==> src/rtl/port_b_pkg.sv <==
// package: register map, field positions and reset values of the port b block
package port_b_pkg;
	// ------------------------------------------------------------
	// register offsets (register index on the plain port)
	// ------------------------------------------------------------
	localparam logic [3:0] OFS_PIN_VALUE = 4'h0;
	localparam logic [3:0] OFS_OUTPUT_LATCH = 4'h1;
	localparam logic [3:0] OFS_DIRECTION_CONTROL = 4'h2;
	localparam logic [3:0] OFS_INTERRUPT_CONTROL_PRIMARY = 4'h3;
	localparam logic [3:0] OFS_INTERRUPT_CONTROL_SECOND = 4'h4;
	localparam logic [3:0] OFS_INTERRUPT_CONTROL_THIRD = 4'h5;
	localparam logic [3:0] OFS_ANALOG_PIN_CONFIG = 4'h6;

	// ------------------------------------------------------------
	// field positions
	// ------------------------------------------------------------
	localparam int PORT_CHANGE_FLAG_BIT = 0;
	localparam int PORT_CHANGE_ENABLE_BIT = 3;
	localparam int PULLUP_DISABLE_N_BIT = 7;
	localparam int PORT_CHANGE_PRIORITY_BIT = 0;
	localparam int LOW_PINS_ANALOG_AT_POR_BIT = 1;
	localparam int CAN_TRANSMIT_PIN = 2;
	localparam int LOW_VOLTAGE_PROG_ENTRY_PIN = 5;
	localparam int CHANGE_LOW_PIN = 4;
	localparam int PCFG_MSB = 3;
	localparam int VCFG_MSB = 5;

	// ------------------------------------------------------------
	// reset values
	// ------------------------------------------------------------
	localparam logic [7:0] RST_OUTPUT_LATCH = 8'h00;
	localparam logic [7:0] RST_DIRECTION_CONTROL = 8'hff;
	localparam logic RST_PULLUP_DISABLE_N = 1'b1;
	localparam logic RST_PORT_CHANGE_PRIORITY = 1'b1;
	localparam logic [3:0] RST_PCFG_ANALOG = 4'h0;
	localparam logic [3:0] RST_PCFG_DIGITAL = 4'hf;
	localparam logic [1:0] RST_VCFG = 2'h0;

	// ------------------------------------------------------------
	// highest converter setting that still leaves each low pin analog
	// ------------------------------------------------------------
	localparam logic [3:0] ANALOG_LIMIT_PIN0 = 4'h4;
	localparam logic [3:0] ANALOG_LIMIT_PIN1 = 4'h6;
	localparam logic [3:0] ANALOG_LIMIT_PIN2 = 4'h4;
	localparam logic [3:0] ANALOG_LIMIT_PIN3 = 4'h4;
	localparam logic [3:0] ANALOG_LIMIT_PIN4 = 4'h5;
endpackage : port_b_pkg

==> src/rtl/port_b_gpio.sv <==
// module: eight-bit bidirectional port with weak pull-ups, analog select and change detection
// ------------------------------------------------------------
// Notes on behaviour
// - eight pins, direction, latch, readable value
// - direction bit one releases the driver
// - direction bit zero drives latch onto pin
// - latch readable separately, returns latch contents
// - global pull-up control bit, cleared enables
// - outputs never get a pull-up
// - every reset disables pull-ups
// - power-on: low five analog, reading zero
// - config bit cleared makes low five digital
// - only upper input pins join comparison
// - snapshot upper pins on each port read
// - mismatches ORed into port-change flag
// - port change can wake from sleep
// - port access ends mismatch, except move
// - persisting mismatch keeps setting the flag
// - analog pins read digitally as low
// - pull-up only in plain input mode
// - enabled can transmit owns pin two
// - programming entry disables pin five driver
// ------------------------------------------------------------
//
// The implementer's own choices: the register addresses and the plain strobed port.
`timescale 1ns/1ps
module port_b_gpio (
	// clock and reset
	input wire logic clk,
	input wire logic srst,
	input wire logic powerOnReset,
	input wire logic [7:0] configByteThreeHigh,
	// register port
	input wire logic [3:0] regAddr,
	input wire logic [7:0] regWrData,
	input wire logic regWr,
	input wire logic regRd,
	input wire logic memMoveAccess,
	output logic [7:0] regRdData,
	// pins
	input wire logic [7:0] pinIn,
	output logic [7:0] pinOut,
	output logic [7:0] pinOe,
	output logic [7:0] pullupEn,
	// peripheral overrides
	input wire logic canEnable,
	input wire logic canTransmitPin,
	input wire logic lowVoltageProgEntry,
	// requests to the core
	output logic portChangeIrq,
	output logic portChangeWake,
	output logic portChangePriority
);
	// ------------------------------------------------------------
	// helpers
	// ------------------------------------------------------------
	function automatic logic [7:0] analogMask(input logic [3:0] pcfg);
		analogMask = {3'h0,
			pcfg <= port_b_pkg::ANALOG_LIMIT_PIN4,
			pcfg <= port_b_pkg::ANALOG_LIMIT_PIN3,
			pcfg <= port_b_pkg::ANALOG_LIMIT_PIN2,
			pcfg <= port_b_pkg::ANALOG_LIMIT_PIN1,
			pcfg <= port_b_pkg::ANALOG_LIMIT_PIN0};
	endfunction : analogMask

	function automatic logic isAccess(input logic [3:0] addr, input logic [3:0] ofs, input logic strobe);
		isAccess = strobe && (addr == ofs);
	endfunction : isAccess

	// ------------------------------------------------------------
	// pin synchroniser
	// ------------------------------------------------------------
	logic [7:0] pinMeta_r;
	logic [7:0] pinSync_r;

	always_ff @(posedge clk) begin
		pinMeta_r <= pinIn;
		pinSync_r <= pinMeta_r;
	end

	// ------------------------------------------------------------
	// state
	// ------------------------------------------------------------
	logic [7:0] latch_r, latch_nxt;
	logic [7:0] dir_r, dir_nxt;
	logic changeEnable_r, changeEnable_nxt;
	logic changeFlag_r, changeFlag_nxt;
	logic pullupDisableN_r, pullupDisableN_nxt;
	logic priority_r, priority_nxt;
	logic [3:0] pcfg_r, pcfg_nxt;
	logic [1:0] vcfg_r, vcfg_nxt;
	logic [3:0] snapshot_r, snapshot_nxt;
	logic [7:0] rdData_r, rdData_nxt;

	logic [7:0] analogSel;
	logic [7:0] pinRead;
	logic [7:0] override;
	logic [3:0] mismatch;
	logic portChange;
	logic portAccess;
	logic [3:0] pcfgAtReset;

	// ------------------------------------------------------------
	// pin side
	// ------------------------------------------------------------
	always_comb begin
		analogSel = analogMask(pcfg_r);
		pinRead = pinSync_r & ~analogSel;
		override = 8'h00;
		override[port_b_pkg::CAN_TRANSMIT_PIN] = canEnable;
		override[port_b_pkg::LOW_VOLTAGE_PROG_ENTRY_PIN] = lowVoltageProgEntry;
		pinOut = latch_r;
		pinOe = ~dir_r;
		// the can transmitter wins over the direction bit
		pinOut[port_b_pkg::CAN_TRANSMIT_PIN] = canEnable ? canTransmitPin
			: latch_r[port_b_pkg::CAN_TRANSMIT_PIN];
		if (canEnable) begin
			pinOe[port_b_pkg::CAN_TRANSMIT_PIN] = 1'b1;
		end
		if (lowVoltageProgEntry) begin
			pinOe[port_b_pkg::LOW_VOLTAGE_PROG_ENTRY_PIN] = 1'b0;
		end
		// pull-ups only for plain inputs, and off while the global bit is set
		pullupEn = pullupDisableN_r ? 8'h00 : (dir_r & ~override);
	end

	// ------------------------------------------------------------
	// change detection
	// ------------------------------------------------------------
	always_comb begin
		// pins driven as outputs are masked out of the compare
		mismatch = (pinRead[7:port_b_pkg::CHANGE_LOW_PIN] ^ snapshot_r)
			& dir_r[7:port_b_pkg::CHANGE_LOW_PIN];
		portChange = |mismatch;
		portChangeIrq = changeFlag_r && changeEnable_r;
		// wake does not depend on the core running, so it is the same level
		portChangeWake = changeFlag_r && changeEnable_r;
		portChangePriority = priority_r;
	end

	// ------------------------------------------------------------
	// register next values
	// ------------------------------------------------------------
	always_comb begin
		latch_nxt = latch_r;
		dir_nxt = dir_r;
		changeEnable_nxt = changeEnable_r;
		changeFlag_nxt = changeFlag_r;
		pullupDisableN_nxt = pullupDisableN_r;
		priority_nxt = priority_r;
		pcfg_nxt = pcfg_r;
		vcfg_nxt = vcfg_r;
		snapshot_nxt = snapshot_r;
		rdData_nxt = 8'h00;
		portAccess = 1'b0;

		// writes
		if (regWr) begin
			unique case (regAddr)
				port_b_pkg::OFS_PIN_VALUE,
				port_b_pkg::OFS_OUTPUT_LATCH: begin
					latch_nxt = regWrData;
				end
				port_b_pkg::OFS_DIRECTION_CONTROL: begin
					dir_nxt = regWrData;
				end
				port_b_pkg::OFS_INTERRUPT_CONTROL_PRIMARY: begin
					changeEnable_nxt = regWrData[port_b_pkg::PORT_CHANGE_ENABLE_BIT];
					changeFlag_nxt = regWrData[port_b_pkg::PORT_CHANGE_FLAG_BIT];
				end
				port_b_pkg::OFS_INTERRUPT_CONTROL_SECOND: begin
					pullupDisableN_nxt = regWrData[port_b_pkg::PULLUP_DISABLE_N_BIT];
					priority_nxt = regWrData[port_b_pkg::PORT_CHANGE_PRIORITY_BIT];
				end
				port_b_pkg::OFS_ANALOG_PIN_CONFIG: begin
					pcfg_nxt = regWrData[port_b_pkg::PCFG_MSB:0];
					vcfg_nxt = regWrData[port_b_pkg::VCFG_MSB:port_b_pkg::PCFG_MSB + 1];
				end
				default: begin
				end
			endcase
		end

		// reads, answered in the next cycle; unmapped offsets read zero
		if (regRd) begin
			unique case (regAddr)
				port_b_pkg::OFS_PIN_VALUE: rdData_nxt = pinRead;
				port_b_pkg::OFS_OUTPUT_LATCH: rdData_nxt = latch_r;
				port_b_pkg::OFS_DIRECTION_CONTROL: rdData_nxt = dir_r;
				port_b_pkg::OFS_INTERRUPT_CONTROL_PRIMARY: begin
					rdData_nxt[port_b_pkg::PORT_CHANGE_ENABLE_BIT] = changeEnable_r;
					rdData_nxt[port_b_pkg::PORT_CHANGE_FLAG_BIT] = changeFlag_r;
				end
				port_b_pkg::OFS_INTERRUPT_CONTROL_SECOND: begin
					rdData_nxt[port_b_pkg::PULLUP_DISABLE_N_BIT] = pullupDisableN_r;
					rdData_nxt[port_b_pkg::PORT_CHANGE_PRIORITY_BIT] = priority_r;
				end
				port_b_pkg::OFS_ANALOG_PIN_CONFIG: begin
					rdData_nxt = {2'h0, vcfg_r, pcfg_r};
				end
				default: rdData_nxt = 8'h00;
			endcase
		end

		// any port access resyncs the snapshot; a memory move into the port does not
		portAccess = (isAccess(regAddr, port_b_pkg::OFS_PIN_VALUE, regRd)
			|| (isAccess(regAddr, port_b_pkg::OFS_PIN_VALUE, regWr) && !memMoveAccess));
		if (portAccess) begin
			snapshot_nxt = pinRead[7:port_b_pkg::CHANGE_LOW_PIN];
		end

		// the mismatch keeps setting the flag, so it beats a software clear
		if (portChange && !portAccess) begin
			changeFlag_nxt = 1'b1;
		end
	end

	// ------------------------------------------------------------
	// registers
	// ------------------------------------------------------------
	assign pcfgAtReset = configByteThreeHigh[port_b_pkg::LOW_PINS_ANALOG_AT_POR_BIT]
		? port_b_pkg::RST_PCFG_ANALOG : port_b_pkg::RST_PCFG_DIGITAL;

	always_ff @(posedge clk) begin
		if (srst) begin
			latch_r <= port_b_pkg::RST_OUTPUT_LATCH;
			dir_r <= port_b_pkg::RST_DIRECTION_CONTROL;
			changeEnable_r <= 1'b0;
			changeFlag_r <= 1'b0;
			pullupDisableN_r <= port_b_pkg::RST_PULLUP_DISABLE_N;
			priority_r <= port_b_pkg::RST_PORT_CHANGE_PRIORITY;
			snapshot_r <= 4'h0;
			rdData_r <= 8'h00;
			// converter setting survives warm resets; only power-on reloads it
			if (powerOnReset) begin
				pcfg_r <= pcfgAtReset;
				vcfg_r <= port_b_pkg::RST_VCFG;
			end
		end else begin
			latch_r <= latch_nxt;
			dir_r <= dir_nxt;
			changeEnable_r <= changeEnable_nxt;
			changeFlag_r <= changeFlag_nxt;
			pullupDisableN_r <= pullupDisableN_nxt;
			priority_r <= priority_nxt;
			pcfg_r <= pcfg_nxt;
			vcfg_r <= vcfg_nxt;
			snapshot_r <= snapshot_nxt;
			rdData_r <= rdData_nxt;
		end
	end

	assign regRdData = rdData_r;
endmodule : port_b_gpio

==> config.mk <==
export PLATFORM = sky130hd
export DESIGN_NAME = port_b_gpio
export DESIGN_NICKNAME = d
export VERILOG_FILES = /design/src/rtl/port_b_pkg.sv /design/src/rtl/port_b_gpio.sv
export SDC_FILE = /design/constraint.sdc
export NUM_CORES = 1
export LEC_CHECK = 0
export BUFFER_PORTS_ARGS = -buffer_cell sky130_fd_sc_hd__buf_4
export CAP_MARGIN = 0
export CORE_MARGIN = 1
export CORE_UTILIZATION = 46
export CTS_CLUSTER_SIZE = 14
export DETAILED_ROUTE_END_ITERATION = 8
export GPL_TIMING_DRIVEN = 0
export PLACE_DENSITY_LB_ADDON = 0.25
export SLEW_MARGIN = 5
export SYNTH_ARGS = -nofsm -noshare
export SYNTH_HDL_FRONTEND = slang
export SYNTH_SLANG_ARGS = --single-unit
==> constraint.sdc <==
create_clock -name clk -period 1.5 [get_ports clk]
set_input_delay 0.075 -clock clk [delete_from_list [all_inputs] [get_ports clk]]
set_output_delay 0.075 -clock clk [all_outputs]
set_load 0.05 [all_outputs]
==> run summary, run 1 <==
Outcome: finished, final reports clean
Cell variety after synth: 40
Clock Tree Buf Depth: 2
WHS: 8.44 ps
# fillers: 418
Period utilization: 96.0%
Die Ht: 72.0 µm
Post-synth top area share: 42.6%
# IOs: 72
Syn nets: 277
Post-synthesis sequential area ratio: 50.6%
Initial DRC count: 179
Die width: 72.0 µm
Htree depth: 2
CP max FO: 4
Clock Skews: 11.5 ps
Num rows: 25
FMAX: 0.694 GHz
Detail Route Antenna Nets: 0
Post-route insts no fill: 389
CP Launch Type: register
Setup CP Type: reg2reg
Drt wl/cell: 15.2 µm
DR pass1 iterations: 5
DRC: 0
Die area: 5190 µm²
Power Total: 2.89 mW
RePlAce Congestion: 0.914
Gr usage total: 23.7%
Detailed placement HPWL: 4260 µm
Core area: 4720 µm²
Yosys reg bits: 54
Nets: 358
P per Cell Area: 949 nW/µm²
CP arrival: 1640 ps
Worst path required time: 1700 ps
Root buffer cell: clkbuf_8
Fin. Hold Viols: 0
# port buffers: 62
Final Cell Area: 3050 µm²
CTS Buf Count: 5
Syn Area/Cell: 9.40 µm²
Commonest non-fill, non-tap cells in the layout: buf_4, dfxtp_1, nand2_1, nor2_1, a21oi_1
First-pass GRT wire length: 9160 µm
Max Cap Violations: 0
CP endpoint kind: register
CTS tree: done
Reg2reg setup slack: 60 ps
Most common cell after layout, fill and taps aside: buf_4
Post-Syn Instances: 240
Number of synthesis warnings: 0
Initial antenna violation count: 0
Clk slew on worst S/H paths: 100 ps
Unrepaired setup endpoints after global routing: false
Worst-Margin Slew: 707 ps
Ant. Diodes: 0
P_leak: 1.38 nW
Area growth syn-to-layout: 35.1%
Layout cells sized above 1: 28.3%
Largest area contributor in the netlist: dfxtp_1
Initial core utilization: 47.8%
Total grt overflow: 0
Final wirelength: 5910 µm
Syn Std Cell Area: 2260 µm²
Worst skew pair latency: 310 ps
Post-layout min period: 1440 ps
Area contributors post-synth: dfxtp_1, edfxtp_1, nand2_1, nor2_1, mux2i_1
Final setup viols: 0
Max Slew Vio Count: 0
Largest net degree at the start of global routing: 16
Via density: 5.28
Via Count: 2052
CTS Sinks: 54
Dpl cell area: 2810 µm²
Vias in the first global route: 1825
Hold WC Path Type: in2reg
Peak supply drop: 497 µV
Slew HR: 52.7%
Cell Count Post-Placement: 369
critical path, stage by stage (launching register included):
cell	delay, ps
edfxtp_1	440
a21o_1	230
and2_1	170
a222oi_1	390
nor2_1	100
power breakdown:
part	switching [mW]	total, mW	internal, mW
clock network	0.463	0.963	0.500
logic	0.215	0.386	0.171
registers	0.0312	1.54	1.51
total	0.709	2.89	2.18
repair_timing:
action,CTS,global route
hold endpoints to repair,13,0
hold buffers,13,0
setup endpoints to repair,0,15
setup buffers,0,0
gates resized for setup,0,1
logic make-up after synthesis:
kind of cell | after synthesis | share of synthesized area [%]
DFF | 54 | 50.6
and+or+nand+nor | 91 | 19.6
AOI/OAI and AO/OA | 51 | 15.6
muxes | 14 | 6.43
xor gates and xnor gates | 3 | 1.16
buffers and inverters | 27 | 6.60
Yosys cell counts:
library cell / n
and2_1: 3
edfxtp_1: 6
a41oi_1: 1
a2111o_1: 1
nand3b_1: 4
inv_1: 8
nand2b_1: 5
nor3b_1: 1
a31o_2: 2
dfxtp_1: 48
or3b_4: 1
buf_6: 2
nor2b_1: 4
clkbuf_1: 7
nand3_1: 3
o31ai_1: 1
a22oi_1: 3
nor2_8: 1
nand2_1: 33
a21oi_1: 14
o21ai_1: 1
mux2_2: 4
a222oi_1: 3
and3_1: 2
mux2i_1: 10
o21a_1: 7
o22ai_1: 1
xor2_1: 3
o21ai_0: 7
nor4_1: 1
a211o_1: 6
buf_4: 8
o2bb2ai_1: 1
a32oi_1: 2
nand4_1: 2
nor2_1: 29
nor4_2: 1
or3_1: 1
buf_2: 2
a21o_1: 1
path summary, 6_finish.rpt:
path | startpoint | to | cells past startpoint
worst max-delay path | pcfg_r[1] | regRdData[4] | 4
worst min-delay path | regWrData[5] | dir_r[5] | 3
worst max register to register | pcfg_r[1] | regRdData[4] | 4
worst min register to register | pinMeta_r[0] | pinSync_r[0] | 0
metal layers:
metal  GRT usage, %  part of all wire, %
met5              0                    0
met4           10.0                  1.7
met3           5.14                  7.4
met2           33.9                   46
met1           34.4                   45
flip-flops by register name (all words and copies together), names as in the netlist, 2 cells and up:
name,flops
vcfg_r,2
snapshot_r,4
dir_r,8
pinSync_r,8
pcfg_r,4
pinMeta_r,8
regRdData,8
latch_r,8
through the flow:
step	utilization, %	TNS [ps]	setup slack (ps)
floorplan	-	0	12.5
global placement	59.5	-2170	-286
detailed placement	59.5	-1900	-260
CTS	64.5	0	6.75
global route	64.5	0	43.9
finish	64.5	0	59.9
area by class of cell:
type / count / area [µm²] / share of cell area (%)
inverters: 8 / 30.0 / 0.985
flip-flops and latches: 54 / 1140 / 37.4
well taps: 67 / 83.8 / 2.75
multi-input cells: 159 / 976 / 32.0
plain buffers: 18 / 115 / 3.78
clock inverters: 1 / 30.0 / 0.985
clock buffers: 7 / 76.3 / 2.50
repair buffers: 75 / 596 / 19.5
Power figures use the tool's default switching activity.
==> run 2: changes to the inputs <==
--- a/config.mk
+++ b/config.mk
@@ -11,7 +11,7 @@
 export CORE_UTILIZATION = 46
 export CTS_CLUSTER_SIZE = 14
 export DETAILED_ROUTE_END_ITERATION = 8
-export GPL_TIMING_DRIVEN = 0
+export HOLD_SLACK_MARGIN = 0.06
 export PLACE_DENSITY_LB_ADDON = 0.25
 export SLEW_MARGIN = 5
 export SYNTH_ARGS = -nofsm -noshare
==> run 2 against run 1 <==
Net effect:
- total power down 3.7%
- critical path type is now reg2out
- clock power down 12%
- sequential share of layout area down 0.17 points
- clock skew down 4.9 ps
- largest cell class unchanged
- final area up 0.45%
- die area unchanged
- clock-buffer cell count down 1
==> run summary, run 2 (synthesis gave the netlist of run 1 again) <==
CTS tree: done
CP max FO: 7
Vias in the first global route: 1836
Outcome: finished, final reports clean
Finished Core Util: 64.8%
CTS Sinks: 54
CP endpoint kind: primary output
First-pass GRT wire length: 9220 µm
Via density: 5.05
Sw frac: 25.7%
Worst path required time: 1420 ps
P_leak: 1.38 nW
Die area: 5190 µm²
# port buffers: 64
Initial antenna violation count: 0
Final setup viols: 0
WHS: 85.0 ps
Ant. Diodes: 0
P per Cell Area: 910 nW/µm²
Die Ht: 72.0 µm
Commonest non-fill, non-tap cells in the layout: buf_4, dfxtp_1, nand2_1, nor2_1, dlygate4sd3_1
Period utilization: 92.4%
Post-layout min period: 1390 ps
Core area: 4720 µm²
Power Total: 2.79 mW
DRC: 0
Hold WC Path Type: in2reg
Max Cap Violations: 0
Switch Pwr: 716 µW
Initial core utilization: 47.8%
Area growth syn-to-layout: 35.7%
Drt wl/cell: 14.9 µm
Root buffer cell: clkbuf_8
Total grt overflow: 0
Detail Route Antenna Nets: 0
Unrepaired setup endpoints after global routing: false
Post-CTS Resized: 0
FMAX: 0.722 GHz
Multi-input gate area: 971 µm²
Clk slew on worst S/H paths: 100 ps
Fin Setup TNS: 0 ps
Gr usage total: 24.1%
Clock Skews: 6.66 ps
Internal Dissipation: 2.07 mW
CTS Buf Count: 5
# fillers: 398
CP Launch Type: register
Dpl cell area: 2790 µm²
Worst-Margin Slew: 393 ps
Peak supply drop: 664 µV
Worst Slack Setup Final: 114 ps
Final wirelength: 5800 µm
Fin. Hold Viols: 0
Layout cells sized above 1: 29.2%
Clock Tree Buf Depth: 2
Initial DRC count: 174
Num rows: 25
Worst skew pair latency: 310 ps
Cell Count Post-Placement: 363
# IOs: 72
Die width: 72.0 µm
Slew HR: 73.6%
CP arrival: 1310 ps
Htree depth: 2
RePlAce Congestion: 0.877
Max Slew Vio Count: 0
Sequential cell area: 1140 µm²
Reg2reg setup slack: 120 ps
Reg power frac: 55.4%
Setup WS pre-CTS: 139 ps
Clock power share: 30.3%
Via Count: 1966
Detailed placement HPWL: 4120 µm
Comb pwr share: 14.3%
Most common cell after layout, fill and taps aside: buf_4
Final Cell Area: 3060 µm²
DR pass1 iterations: 5
Post-route insts no fill: 389
Setup CP Type: reg2out
Largest net degree at the start of global routing: 22
Nets: 358
-- run 2: changes by cell type in the layout (fill, tap and decap cells not counted) --
cell / change
clkbuf_1: -8
buf_4: +6
dlygate4sd3_1: +4
buf_2: -2
buf_6: -2
bufinv_16: -1
clkbuf_8: +1
clkinv_2: +1
clkinvlp_4: +1
o31ai_1: +1
o31ai_2: -1
-- run 2: area by class of cell --
class | instances | area share (%)
well taps | 67 | 2.74
flip-flops and latches | 54 | 37.3
clock inverters | 2 | 0.409
repair buffers | 93 | 24.2
clock buffers | 6 | 2.70
multi-input cells | 159 | 31.7
inverters | 8 | 0.981
-- run 2: final timing paths --
kind / end / depth (start not counted) / from
setup reg to reg: regRdData[4] / 4 / pcfg_r[1]
hold / removal: changeEnable_r / 3 / regWr
hold reg to reg: pinSync_r[6] / 0 / pinMeta_r[6]
setup / recovery: pullupEn[5] / 3 / pullupDisableN_r
-- run 2: power by group through the flow --
| stage | clock network, mW | registers [mW] | logic (mW) |
|---|---|---|---|
| finish | 0.844 | 1.54 | 0.398 |
| detailed placement | 0 | 1.58 | 0.356 |
| floorplan | 0 | 1.57 | 0.211 |
| global placement | 0 | 1.57 | 0.353 |
| CTS | 0.851 | 1.54 | 0.392 |
| global route | 0.914 | 1.55 | 0.428 |
-- run 2: worst max-delay path, stage by stage, from the launching register on --
cell and delay [ps]:
dfxtp_1 420, buf_4 210, nor3b_2 160, buf_4 210
-- run 2: what timing repair did --
item                                    CTS  global route
buffers inserted                          0             1
endpoints found under the setup margin    0             1
hold endpoints to repair                 27             0
hold buffers                             17             0
-- run 2: metal layers --
layer | up-vias | track usage [%] | share of wire [%]
li1 | 987 | - | -
met1 | 899 | 32.4 | 44
met2 | 73 | 36.5 | 47
met3 | 7 | 8.06 | 7.9
met4 | 0 | 8.50 | 1.3
met5 | - | 0 | 0
